**config.mk**
```make
export PLATFORM = sky130hd
export DESIGN_NAME = ctc_core
export DESIGN_NICKNAME = d
export VERILOG_FILES = /design/src/hw/ctc_core.v /design/src/hw/ctc_tick_gen.v
export VERILOG_INCLUDE_DIRS = /design/src /design/src/hw
export SDC_FILE = /design/constraint.sdc
export NUM_CORES = 1
export LEC_CHECK = 0
export BUFFER_PORTS_ARGS = -buffer_cell sky130_fd_sc_hd__buf_4
export CORE_UTILIZATION = 40
export DETAILED_ROUTE_END_ITERATION = 7
export SYNTH_ARGS = -nofsm -noshare
export SYNTH_HDL_FRONTEND = slang
export SYNTH_SLANG_ARGS = --single-unit
```
**constraint.sdc**
```tcl
create_clock -name ref_clk -period 3 [get_ports ref_clk]
set_clock_uncertainty 0.2 [all_clocks]
set_input_delay 0.15 -clock ref_clk [delete_from_list [all_inputs] [get_ports ref_clk]]
set_output_delay 0.15 -clock ref_clk [all_outputs]
set_load 0.01 [all_outputs]
```
**src/hw/ctc_regs.vh**
```
// Register offsets, field positions, reset values and tick-source codes for the compact timer
`ifndef CTC_REGS_VH
`define CTC_REGS_VH
`define CTC_ADDR_CTRL_A 3'h0
`define CTC_ADDR_CTRL_B 3'h1
`define CTC_ADDR_CNT_LO 3'h2
`define CTC_ADDR_CNT_HI 3'h3
`define CTC_ADDR_MA_LO 3'h4
`define CTC_ADDR_MA_HI 3'h5
`define CTC_ADDR_MP 3'h6
`define CTC_ADDR_FLAGS 3'h7
`define CTC_A_HOLD_BIT 7
`define CTC_A_SRC_HI 6
`define CTC_A_SRC_LO 4
`define CTC_A_RUN_BIT 3
`define CTC_A_WMASK 8'hf8
`define CTC_B_MODE_HI 7
`define CTC_B_MODE_LO 6
`define CTC_B_ACT_HI 5
`define CTC_B_ACT_LO 4
`define CTC_B_INIT_BIT 3
`define CTC_B_INV_BIT 2
`define CTC_B_SWAP_BIT 1
`define CTC_B_CLRSEL_BIT 0
`define CTC_RST_CTRL 8'h00
`define CTC_FLAG_A_BIT 0
`define CTC_FLAG_P_BIT 1
`define CTC_MODE_CMP 2'h0
`define CTC_MODE_PWM 2'h2
`define CTC_MODE_TMR 2'h3
`define CTC_ACT_NONE 2'h0
`define CTC_ACT_LOW 2'h1
`define CTC_ACT_HIGH 2'h2
`define CTC_ACT_TOG 2'h3
`define CTC_PWM_INACTIVE 2'h0
`define CTC_PWM_ACTIVE 2'h1
`define CTC_PWM_RUN 2'h2
`define CTC_SRC_SYS4 3'h0
`define CTC_SRC_SYS 3'h1
`define CTC_SRC_HI16 3'h2
`define CTC_SRC_HI64 3'h3
`define CTC_SRC_SUB0 3'h4
`define CTC_SRC_SUB1 3'h5
`define CTC_SRC_EXTR 3'h6
`define CTC_SRC_EXTF 3'h7
`define CTC_DIV_SYS4 7'h03
`define CTC_DIV_HI16 7'h0f
`define CTC_DIV_HI64 7'h3f
`endif

```
**src/hw/ctc_core.v**
```verilog
// Compact 16-bit timer/counter core with byte register port
`timescale 1ns/1ps
//////////////////////////////////////////////////////////////////////////////
// Operation
// - 16-bit up-counter advances on each tick
// - P compares top byte; A compares all
// - Auto clear on overflow or selected match
// - Run rising clears count; falling freezes it
// - Run bit three enables counting
// - Hold bit seven pauses, keeps value
// - Bits six to four select tick source
// - Run rising restores pin initial level
// - Control A bits two to zero read zero
// - Match low write fills holding buffer only
// - High write copies buffer to low byte
// - High read copies low into buffer
// - Low reads return holding buffer
// - Compare match drives, clears or toggles pin
// - Count read-only; match registers read-write
// - Mode field selects compare, PWM, timer
// - Action field sets pin match reaction
// - Clear select picks A or P/overflow
module ctc_core (
  input wire ref_clk,
  input wire srst,
  input wire clk_en,
  input wire [2:0] reg_addr,
  input wire [7:0] reg_wdata,
  input wire reg_wr,
  input wire reg_rd,
  output reg [7:0] reg_rdata,
  input wire hi_clk_tick,
  input wire sub_clk_tick,
  input wire ext_tick_pin,
  output reg timer_out_pin,
  output wire irq_a_flag,
  output wire irq_p_flag
);
`include "ctc_regs.vh"
  reg [7:0] ctrl_a_r;
  reg [7:0] ctrl_b_r;
  reg [15:0] count_r;
  reg [15:0] match_a_r;
  reg [7:0] match_p_r;
  reg [7:0] hold_buf_r;
  reg [1:0] flags_r;
  reg run_d_r;
  reg pin_lvl_r;
  reg pwm_lvl_r;
  wire tick;
  wire run;
  wire hold;
  wire [1:0] mode;
  wire [1:0] action;
  wire init_lvl;
  wire invert;
  wire swap;
  wire clr_sel;
  wire run_rise;
  wire advance;
  wire match_a;
  wire match_p;
  wire overflow;
  wire period_hit;
  wire duty_hit;
  wire clear_cnt;
  wire [15:0] count_inc;
  wire wr_a;
  wire wr_b;
  wire wr_ma_lo;
  wire wr_ma_hi;
  wire wr_mp;
  wire wr_flags;
  wire rd_cnt_hi;
  wire rd_ma_hi;
  wire [1:0] flag_set;
  reg [7:0] rd_nxt;
  reg pin_nxt;
  reg pwm_act;

  //////////////////////////////////////////////////////////////////////////////
  // Field decode of the control registers
  assign run = ctrl_a_r[`CTC_A_RUN_BIT];
  assign hold = ctrl_a_r[`CTC_A_HOLD_BIT];
  assign mode = ctrl_b_r[`CTC_B_MODE_HI:`CTC_B_MODE_LO];
  assign action = ctrl_b_r[`CTC_B_ACT_HI:`CTC_B_ACT_LO];
  assign init_lvl = ctrl_b_r[`CTC_B_INIT_BIT];
  assign invert = ctrl_b_r[`CTC_B_INV_BIT];
  assign swap = ctrl_b_r[`CTC_B_SWAP_BIT];
  assign clr_sel = ctrl_b_r[`CTC_B_CLRSEL_BIT];

  // Bus strobe decode
  assign wr_a = reg_wr && (reg_addr == `CTC_ADDR_CTRL_A);
  assign wr_b = reg_wr && (reg_addr == `CTC_ADDR_CTRL_B);
  assign wr_ma_lo = reg_wr && (reg_addr == `CTC_ADDR_MA_LO);
  assign wr_ma_hi = reg_wr && (reg_addr == `CTC_ADDR_MA_HI);
  assign wr_mp = reg_wr && (reg_addr == `CTC_ADDR_MP);
  assign wr_flags = reg_wr && (reg_addr == `CTC_ADDR_FLAGS);
  assign rd_cnt_hi = reg_rd && (reg_addr == `CTC_ADDR_CNT_HI);
  assign rd_ma_hi = reg_rd && (reg_addr == `CTC_ADDR_MA_HI);

  //////////////////////////////////////////////////////////////////////////////
  // Tick source and prescaler
  ctc_tick_gen u_tick (
    .ref_clk(ref_clk),
    .srst(srst),
    .clk_en(clk_en),
    .src_sel(ctrl_a_r[`CTC_A_SRC_HI:`CTC_A_SRC_LO]),
    .hi_clk_tick(hi_clk_tick),
    .sub_clk_tick(sub_clk_tick),
    .ext_tick_pin(ext_tick_pin),
    .tick(tick)
  );

  //////////////////////////////////////////////////////////////////////////////
  // Comparators and clear conditions
  assign run_rise = run && !run_d_r;
  assign advance = run && !hold && tick;
  assign match_a = advance && (count_r == match_a_r);
  // P looks at the value the count is about to take, so P x 256 ticks make one period
  assign count_inc = count_r + 16'h0001;
  assign match_p = advance && (count_inc[15:8] == match_p_r) && (match_p_r != 8'h00);
  assign overflow = advance && (count_r == 16'hffff);
  // In PWM the period register ends the cycle, selected by the swap bit
  assign period_hit = swap ? match_a : (match_p || (overflow && match_p_r == 8'h00));
  assign duty_hit = swap ? match_p : match_a;
  assign clear_cnt = (mode == `CTC_MODE_PWM) ? period_hit :
                     (clr_sel ? match_a : (match_p || overflow));

  //////////////////////////////////////////////////////////////////////////////
  // Previous run level for edge detection
  always @(posedge ref_clk) begin
    if (srst)
      run_d_r <= 1'b0;
    else if (clk_en)
      run_d_r <= run;
  end

  // Counter: cleared on run rise or auto clear, frozen when stopped or held
  always @(posedge ref_clk) begin
    if (srst) begin
      count_r <= 16'h0000;
    end else if (clk_en) begin
      if (run_rise)
        count_r <= 16'h0000;
      else if (clear_cnt)
        count_r <= 16'h0000;
      else if (advance)
        count_r <= count_inc;
    end
  end

  //////////////////////////////////////////////////////////////////////////////
  // Control, match and flag registers
  assign flag_set = {match_p, match_a};
  always @(posedge ref_clk) begin
    if (srst) begin
      ctrl_a_r <= `CTC_RST_CTRL;
      ctrl_b_r <= `CTC_RST_CTRL;
      match_a_r <= 16'h0000;
      match_p_r <= 8'h00;
      hold_buf_r <= 8'h00;
      flags_r <= 2'h0;
    end else if (clk_en) begin
      if (wr_a)
        ctrl_a_r <= reg_wdata & `CTC_A_WMASK;
      if (wr_b)
        ctrl_b_r <= reg_wdata;
      if (wr_mp)
        match_p_r <= reg_wdata;
      if (wr_ma_lo)
        hold_buf_r <= reg_wdata;
      else if (rd_cnt_hi)
        hold_buf_r <= count_r[7:0];
      else if (rd_ma_hi)
        hold_buf_r <= match_a_r[7:0];
      if (wr_ma_hi)
        match_a_r <= {reg_wdata, hold_buf_r};
      // Write one clears; a match in the same cycle wins
      flags_r <= (flags_r & ~(wr_flags ? reg_wdata[1:0] : 2'h0)) | flag_set;
    end
  end
  assign irq_a_flag = flags_r[`CTC_FLAG_A_BIT];
  assign irq_p_flag = flags_r[`CTC_FLAG_P_BIT];

  //////////////////////////////////////////////////////////////////////////////
  // Read mux, data stands one cycle after the strobe
  always @* begin
    case (reg_addr)
      `CTC_ADDR_CTRL_A: rd_nxt = ctrl_a_r & `CTC_A_WMASK;
      `CTC_ADDR_CTRL_B: rd_nxt = ctrl_b_r;
      `CTC_ADDR_CNT_LO: rd_nxt = hold_buf_r;
      `CTC_ADDR_CNT_HI: rd_nxt = count_r[15:8];
      `CTC_ADDR_MA_LO: rd_nxt = hold_buf_r;
      `CTC_ADDR_MA_HI: rd_nxt = match_a_r[15:8];
      `CTC_ADDR_MP: rd_nxt = match_p_r;
      `CTC_ADDR_FLAGS: rd_nxt = {6'h00, flags_r};
      default: rd_nxt = 8'h00;
    endcase
  end
  always @(posedge ref_clk) begin
    if (srst)
      reg_rdata <= 8'h00;
    else if (clk_en)
      reg_rdata <= reg_rd ? rd_nxt : 8'h00;
  end

  //////////////////////////////////////////////////////////////////////////////
  // Compare-output pin level
  always @* begin
    pin_nxt = pin_lvl_r;
    if (run_rise)
      pin_nxt = init_lvl;
    else if (match_a) begin
      case (action)
        `CTC_ACT_NONE: pin_nxt = pin_lvl_r;
        `CTC_ACT_LOW: pin_nxt = 1'b0;
        `CTC_ACT_HIGH: pin_nxt = 1'b1;
        `CTC_ACT_TOG: pin_nxt = ~pin_lvl_r;
        default: pin_nxt = pin_lvl_r;
      endcase
    end
  end

  // PWM active phase: set at period start, dropped at duty match
  always @(posedge ref_clk) begin
    if (srst) begin
      pin_lvl_r <= 1'b0;
      pwm_lvl_r <= 1'b0;
    end else if (clk_en) begin
      pin_lvl_r <= pin_nxt;
      if (run_rise || period_hit)
        pwm_lvl_r <= 1'b1;
      else if (duty_hit)
        pwm_lvl_r <= 1'b0;
    end
  end

  // PWM level per action field; init bit sets active level
  always @* begin
    case (action)
      `CTC_PWM_INACTIVE: pwm_act = 1'b0;
      `CTC_PWM_ACTIVE: pwm_act = 1'b1;
      `CTC_PWM_RUN: pwm_act = pwm_lvl_r & run;
      default: pwm_act = 1'b0;
    endcase
  end

  // Output register, inverted on request; timer mode holds low
  always @(posedge ref_clk) begin
    if (srst)
      timer_out_pin <= 1'b0;
    else if (clk_en) begin
      case (mode)
        `CTC_MODE_CMP: timer_out_pin <= pin_nxt ^ invert;
        `CTC_MODE_PWM: timer_out_pin <= (pwm_act ~^ init_lvl) ^ invert;
        default: timer_out_pin <= 1'b0;
      endcase
    end
  end
endmodule // ctc_core

```
**src/hw/ctc_tick_gen.v**
```verilog
// Tick source selection and prescaler for the compact timer
`timescale 1ns/1ps
module ctc_tick_gen (
  input wire ref_clk,
  input wire srst,
  input wire clk_en,
  input wire [2:0] src_sel,
  input wire hi_clk_tick,
  input wire sub_clk_tick,
  input wire ext_tick_pin,
  output reg tick
);
`include "ctc_regs.vh"
  reg [6:0] div_r;
  reg [6:0] hdiv_r;
  reg ext_s1_r;
  reg ext_s2_r;
  reg ext_d_r;
  wire ext_rise;
  wire ext_fall;

  //////////////////////////////////////////////////////////////////////////////
  // Two-stage sync of the external tick pin, then edge detect on the second stage
  always @(posedge ref_clk) begin
    if (srst) begin
      ext_s1_r <= 1'b0;
      ext_s2_r <= 1'b0;
      ext_d_r <= 1'b0;
    end else if (clk_en) begin
      ext_s1_r <= ext_tick_pin;
      ext_s2_r <= ext_s1_r;
      ext_d_r <= ext_s2_r;
    end
  end
  assign ext_rise = ext_s2_r & ~ext_d_r;
  assign ext_fall = ~ext_s2_r & ext_d_r;

  // Free-running prescalers for system and high clock ratios
  always @(posedge ref_clk) begin
    if (srst) begin
      div_r <= 7'h00;
      hdiv_r <= 7'h00;
    end else if (clk_en) begin
      div_r <= div_r + 7'h01;
      if (hi_clk_tick)
        hdiv_r <= hdiv_r + 7'h01;
    end
  end

  // Source multiplexer, one-cycle tick pulse
  always @* begin
    case (src_sel)
      `CTC_SRC_SYS4: tick = ((div_r & `CTC_DIV_SYS4) == `CTC_DIV_SYS4);
      `CTC_SRC_SYS: tick = 1'b1;
      `CTC_SRC_HI16: tick = hi_clk_tick && ((hdiv_r & `CTC_DIV_HI16) == `CTC_DIV_HI16);
      `CTC_SRC_HI64: tick = hi_clk_tick && ((hdiv_r & `CTC_DIV_HI64) == `CTC_DIV_HI64);
      `CTC_SRC_SUB0: tick = sub_clk_tick;
      `CTC_SRC_SUB1: tick = sub_clk_tick;
      `CTC_SRC_EXTR: tick = ext_rise;
      `CTC_SRC_EXTF: tick = ext_fall;
      default: tick = 1'b0;
    endcase
  end
endmodule // ctc_tick_gen

```
==> run_results.csv <==
group,metric,value,unit
pwr,p_leak,0.00218,uW
logic_synthesis,synth.avg_cell_area,8.10,um2
global_routing,grt_pass1_vias,4201,
route,wl_met3,563,um
critical_path,critPathLaunchType,"flip-flop",
route,wirelength,13.8,mm
route,dr.max_layer_used,"met4",
hold_path,hold_path_class,"primary input to flip-flop",
clocking,postCtsSetupRepairBufs,0,
place,place.detailed.instances,746,
critical_path,rrSetupSlack,110,ps
global_routing,grt_pass1_wl,22.5,mm
floorplanning,start_util,41.3,%
route,ant_nets,0,
route,via_count,4358,
critical_path,crit_family,"compound AO/OA/AOI/OAI gates",
cells_and_area,nets,651,
route,drt_iter0_drc,334,
critical_path,r2r-start,"u_tick.hdiv_r[0]",
clocking,cts_tree,"done",
floorplanning,row_count,39,
clocking,clock_latency,350,ps
timing,tns,0,ps
logic_synthesis,ys.flop_type,"dfxtp_1",
critical_path,critPathBufInv,2,
route,viasPerCell,5.62,
cells_and_area,utilization,49.5,%
clocking,path_clk_slew,60,ps
critical_path,crit_type,"flip-flop to flip-flop",
critical_path,cp.required,3040,ps
floorplanning,io_pins,30,
timing,hold_viol_final,0,
place,dpl_cell_area,5200,um2
cells_and_area,postLayoutCellArea,5680,um2
critical_path,crit_cells,11,
floorplanning,core,11500,um2
timing,slew_violations,0,
route,wl_per_cell,17.8,um
timing,worst_pin_slew,665,ps
clocking,cts.path.max_buffers,2,
route,dr.pass1.iters,5,
route,route.met2.wl,6.28,mm
timing,max_freq,0.345,GHz
clocking,cts-root-buf,"clkbuf_16",
cells_and_area,diodes,0,
logic_synthesis,synth-async-reset-ratio,0,%
critical_path,crit_chain,"ha_1, nand2_1, o41a_1, a2111oi_4, buf_6, o211ai_1, nor4_1, nor2_1, o31ai_4, buf_12, nor2_1",
clocking,cts_buffers,9,
critical_path,cpMaxStageDelayCell,"a2111oi_4",
place,place_congestion,0.920,
route,wl_met1,6.63,mm
logic_synthesis,yosys_register_bits,86,
timing,period_needed,2890,ps
critical_path,cp_max_fo,13,
floorplanning,die_y,111,um
logic_synthesis,syn_nets,608,
logic_synthesis,netlist_area,4730,um2
cells_and_area,syn_to_final_growth,20.0,%
place,place.port_buffers,29,
clocking,cts.htree.levels,3,
critical_path,reg2regPathDepth,11,
critical_path,worst_setup_path_end_kind,"flip-flop",
timing,fin_ws,105,ps
logic_synthesis,synth-edff-count,0,
timing,period_share,96.5,%
hold_path,min_path_cells,4,
logic_synthesis,syn_inst,584,
cells_and_area,drive_gt1_share,13.6,%
global_routing,grt.total_usage,23.3,%
cells_and_area,stdcell_count,775,
critical_path,cp_common_cell,"nor2_1",
clocking,numClockSinks,86,
timing,grt_setup_unrepaired,"false",
logic_synthesis,synth_seq_area_share,36.4,%
hold_path,hp-start,"reg_addr[0]",
critical_path,cp.arrival,2930,ps
status,status,"finished clean",
critical_path,reg2reg_to,"count_r[4]",
place,dp_hpwl,9.97,mm
timing,setup_viol,0,
pwr,max-vdd-ir-drop,0.318,mV
logic_synthesis,ys_warn_count,0,
place,dp_worst_setup_slack,106,ps
timing,slew-limit-headroom,55.7,%
job,cap_violations,0,
floorplanning,die_w,111,um
hold_path,holdPathEnd,"reg_rdata[7]",
global_routing,grt_max_degree,55,
critical_path,slowest_delay,420,ps
global_routing,antenna_found_initial,0,
logic_synthesis,synth_cell_types,58,
floorplanning,die_area,12300,um2
route,drc_errors,0,
pwr,pwr_density_cell,464,nW/um2
global_routing,gr-total-overflow,0,
registers in the layout (all words and copies together) (netlist names), 2 cells and up:
register,count
flags_r,2
count_r,16
reg_rdata,8
u_tick.div_r,2
hold_buf_r,8
ctrl_a_r,5
match_p_r,8
ctrl_b_r,8
match_a_r,16
u_tick.hdiv_r,6
power breakdown:
part | leakage (uW) | internal (uW) | switching [uW]
registers | 0.000695 | 1160 | 14.2
clock network | 0.000156 | 759 | 504
logic | 0.00133 | 82.7 | 121
area by class of cell:
type	count	area, um2
Inverter	9	33.8
Tap cell	143	179
Fill cell	1081	5790
Timing Repair Buffer	72	589
Sequential cell	86	1720
Clock inverter	6	92.6
Multi-Input combinational cell	449	2820
Clock buffer	10	239
layer usage:
layer | GRT usage [%] | vias up
met4 | 8.27 | 0
met1 | 32.3 | 2073
met2 | 36.1 | 125
met5 | 0 | -
li1 | - | 2139
met3 | 4.26 | 21
layout by cell type, fill, tap and decap left out, drive strengths merged, types with 5 or more instances in the layout:
master / instances
dfxtp: 86
nand2: 80
nor2: 70
buf: 59
a21oi: 45
mux2i: 43
o21ai: 31
xnor2: 27
xor2: 19
nand3: 18
dlygate4sd3: 13
inv: 11
nand4: 10
clkbuf: 10
nor4: 9
nor3: 8
nor2b: 7
or3: 6
o22ai: 6
a211oi: 6
nand2b: 5
and3: 5
o2111ai: 5
ha: 5
cell usage after synthesis (2+ instances only):
master	instances	area [um2]
a211oi_1	5	37.5
xnor2_1	27	236
buf_2	3	15.0
a22o_1	2	17.5
nand2b_1	5	31.3
a221oi_1	2	17.5
nor3_1	8	40.0
buf_1	3	11.3
nand4_1	9	56.3
nor2b_1	7	43.8
or3_1	6	37.5
nand3_1	18	90.1
a222oi_1	2	20.0
a211o_1	2	17.5
nand3b_1	2	15.0
mux2_2	3	33.8
nor3b_1	3	22.5
ha_1	5	62.6
xor2_1	19	166
nor4_1	7	43.8
clkbuf_1	33	124
o21ai_0	30	150
inv_1	9	33.8
nor2_1	70	263
mux2i_1	43	430
o211ai_1	2	15.0
a21oi_1	45	225
and2_1	2	12.5
a31oi_1	3	18.8
and4_1	3	26.3
a311oi_1	2	17.5
o22ai_1	6	37.5
nand2_1	80	300
o2111ai_1	5	43.8
dfxtp_1	86	1720
and3_1	5	31.3
cells by family (layout without fill, tap and decap cells):
group | count (synthesis) | after routing | share of synthesized area, %
mux | 46 | 46 | 9.81
flops | 86 | 86 | 36.4
simple gates | 231 | 231 | 23.0
compound gates | 120 | 120 | 16.4
fa+ha+maj | 5 | 5 | 1.32
xor+xnor | 47 | 47 | 8.99
buf+inv | 49 | 97 | 4.13
repair_timing:
action	4_1_cts	5_1_grt
endpoints found under the setup margin	0	13
hold buffers	13	0
hold endpoints to repair	54	0
gates resized for setup	0	2
through the flow:
step | hold WS (ps) | power [uW]
after floorplan | 86.0 | 1310
after global placement | 196 | 1380
after detailed placement | 199 | 1380
after CTS | 155 | 2650
after global routing | 202 | 2730
final | 161 | 2640
worst reg2reg max path, delay by kind of cell, from the launching register on:
family	cells	cell delay, ps
AOI/OAI and AO/OA	4	1090
and+or+nand+nor	4	570
DFF	1	370
buffers and inverters	2	360
adders and majority gates	1	190
worst max-delay path by stage:
stage / startpoint / end
3_3_place_gp: u_tick.hdiv_r[0] / count_r[12]
3_5_place_dp: u_tick.hdiv_r[0] / count_r[6]
4_1_cts: u_tick.hdiv_r[0] / count_r[4]
5_1_grt: u_tick.hdiv_r[0] / count_r[4]
2_1_floorplan: count_r[7] / count_r[11]
6_report: u_tick.hdiv_r[0] / count_r[4]
Note: power is estimated with default switching activity, not from simulation.
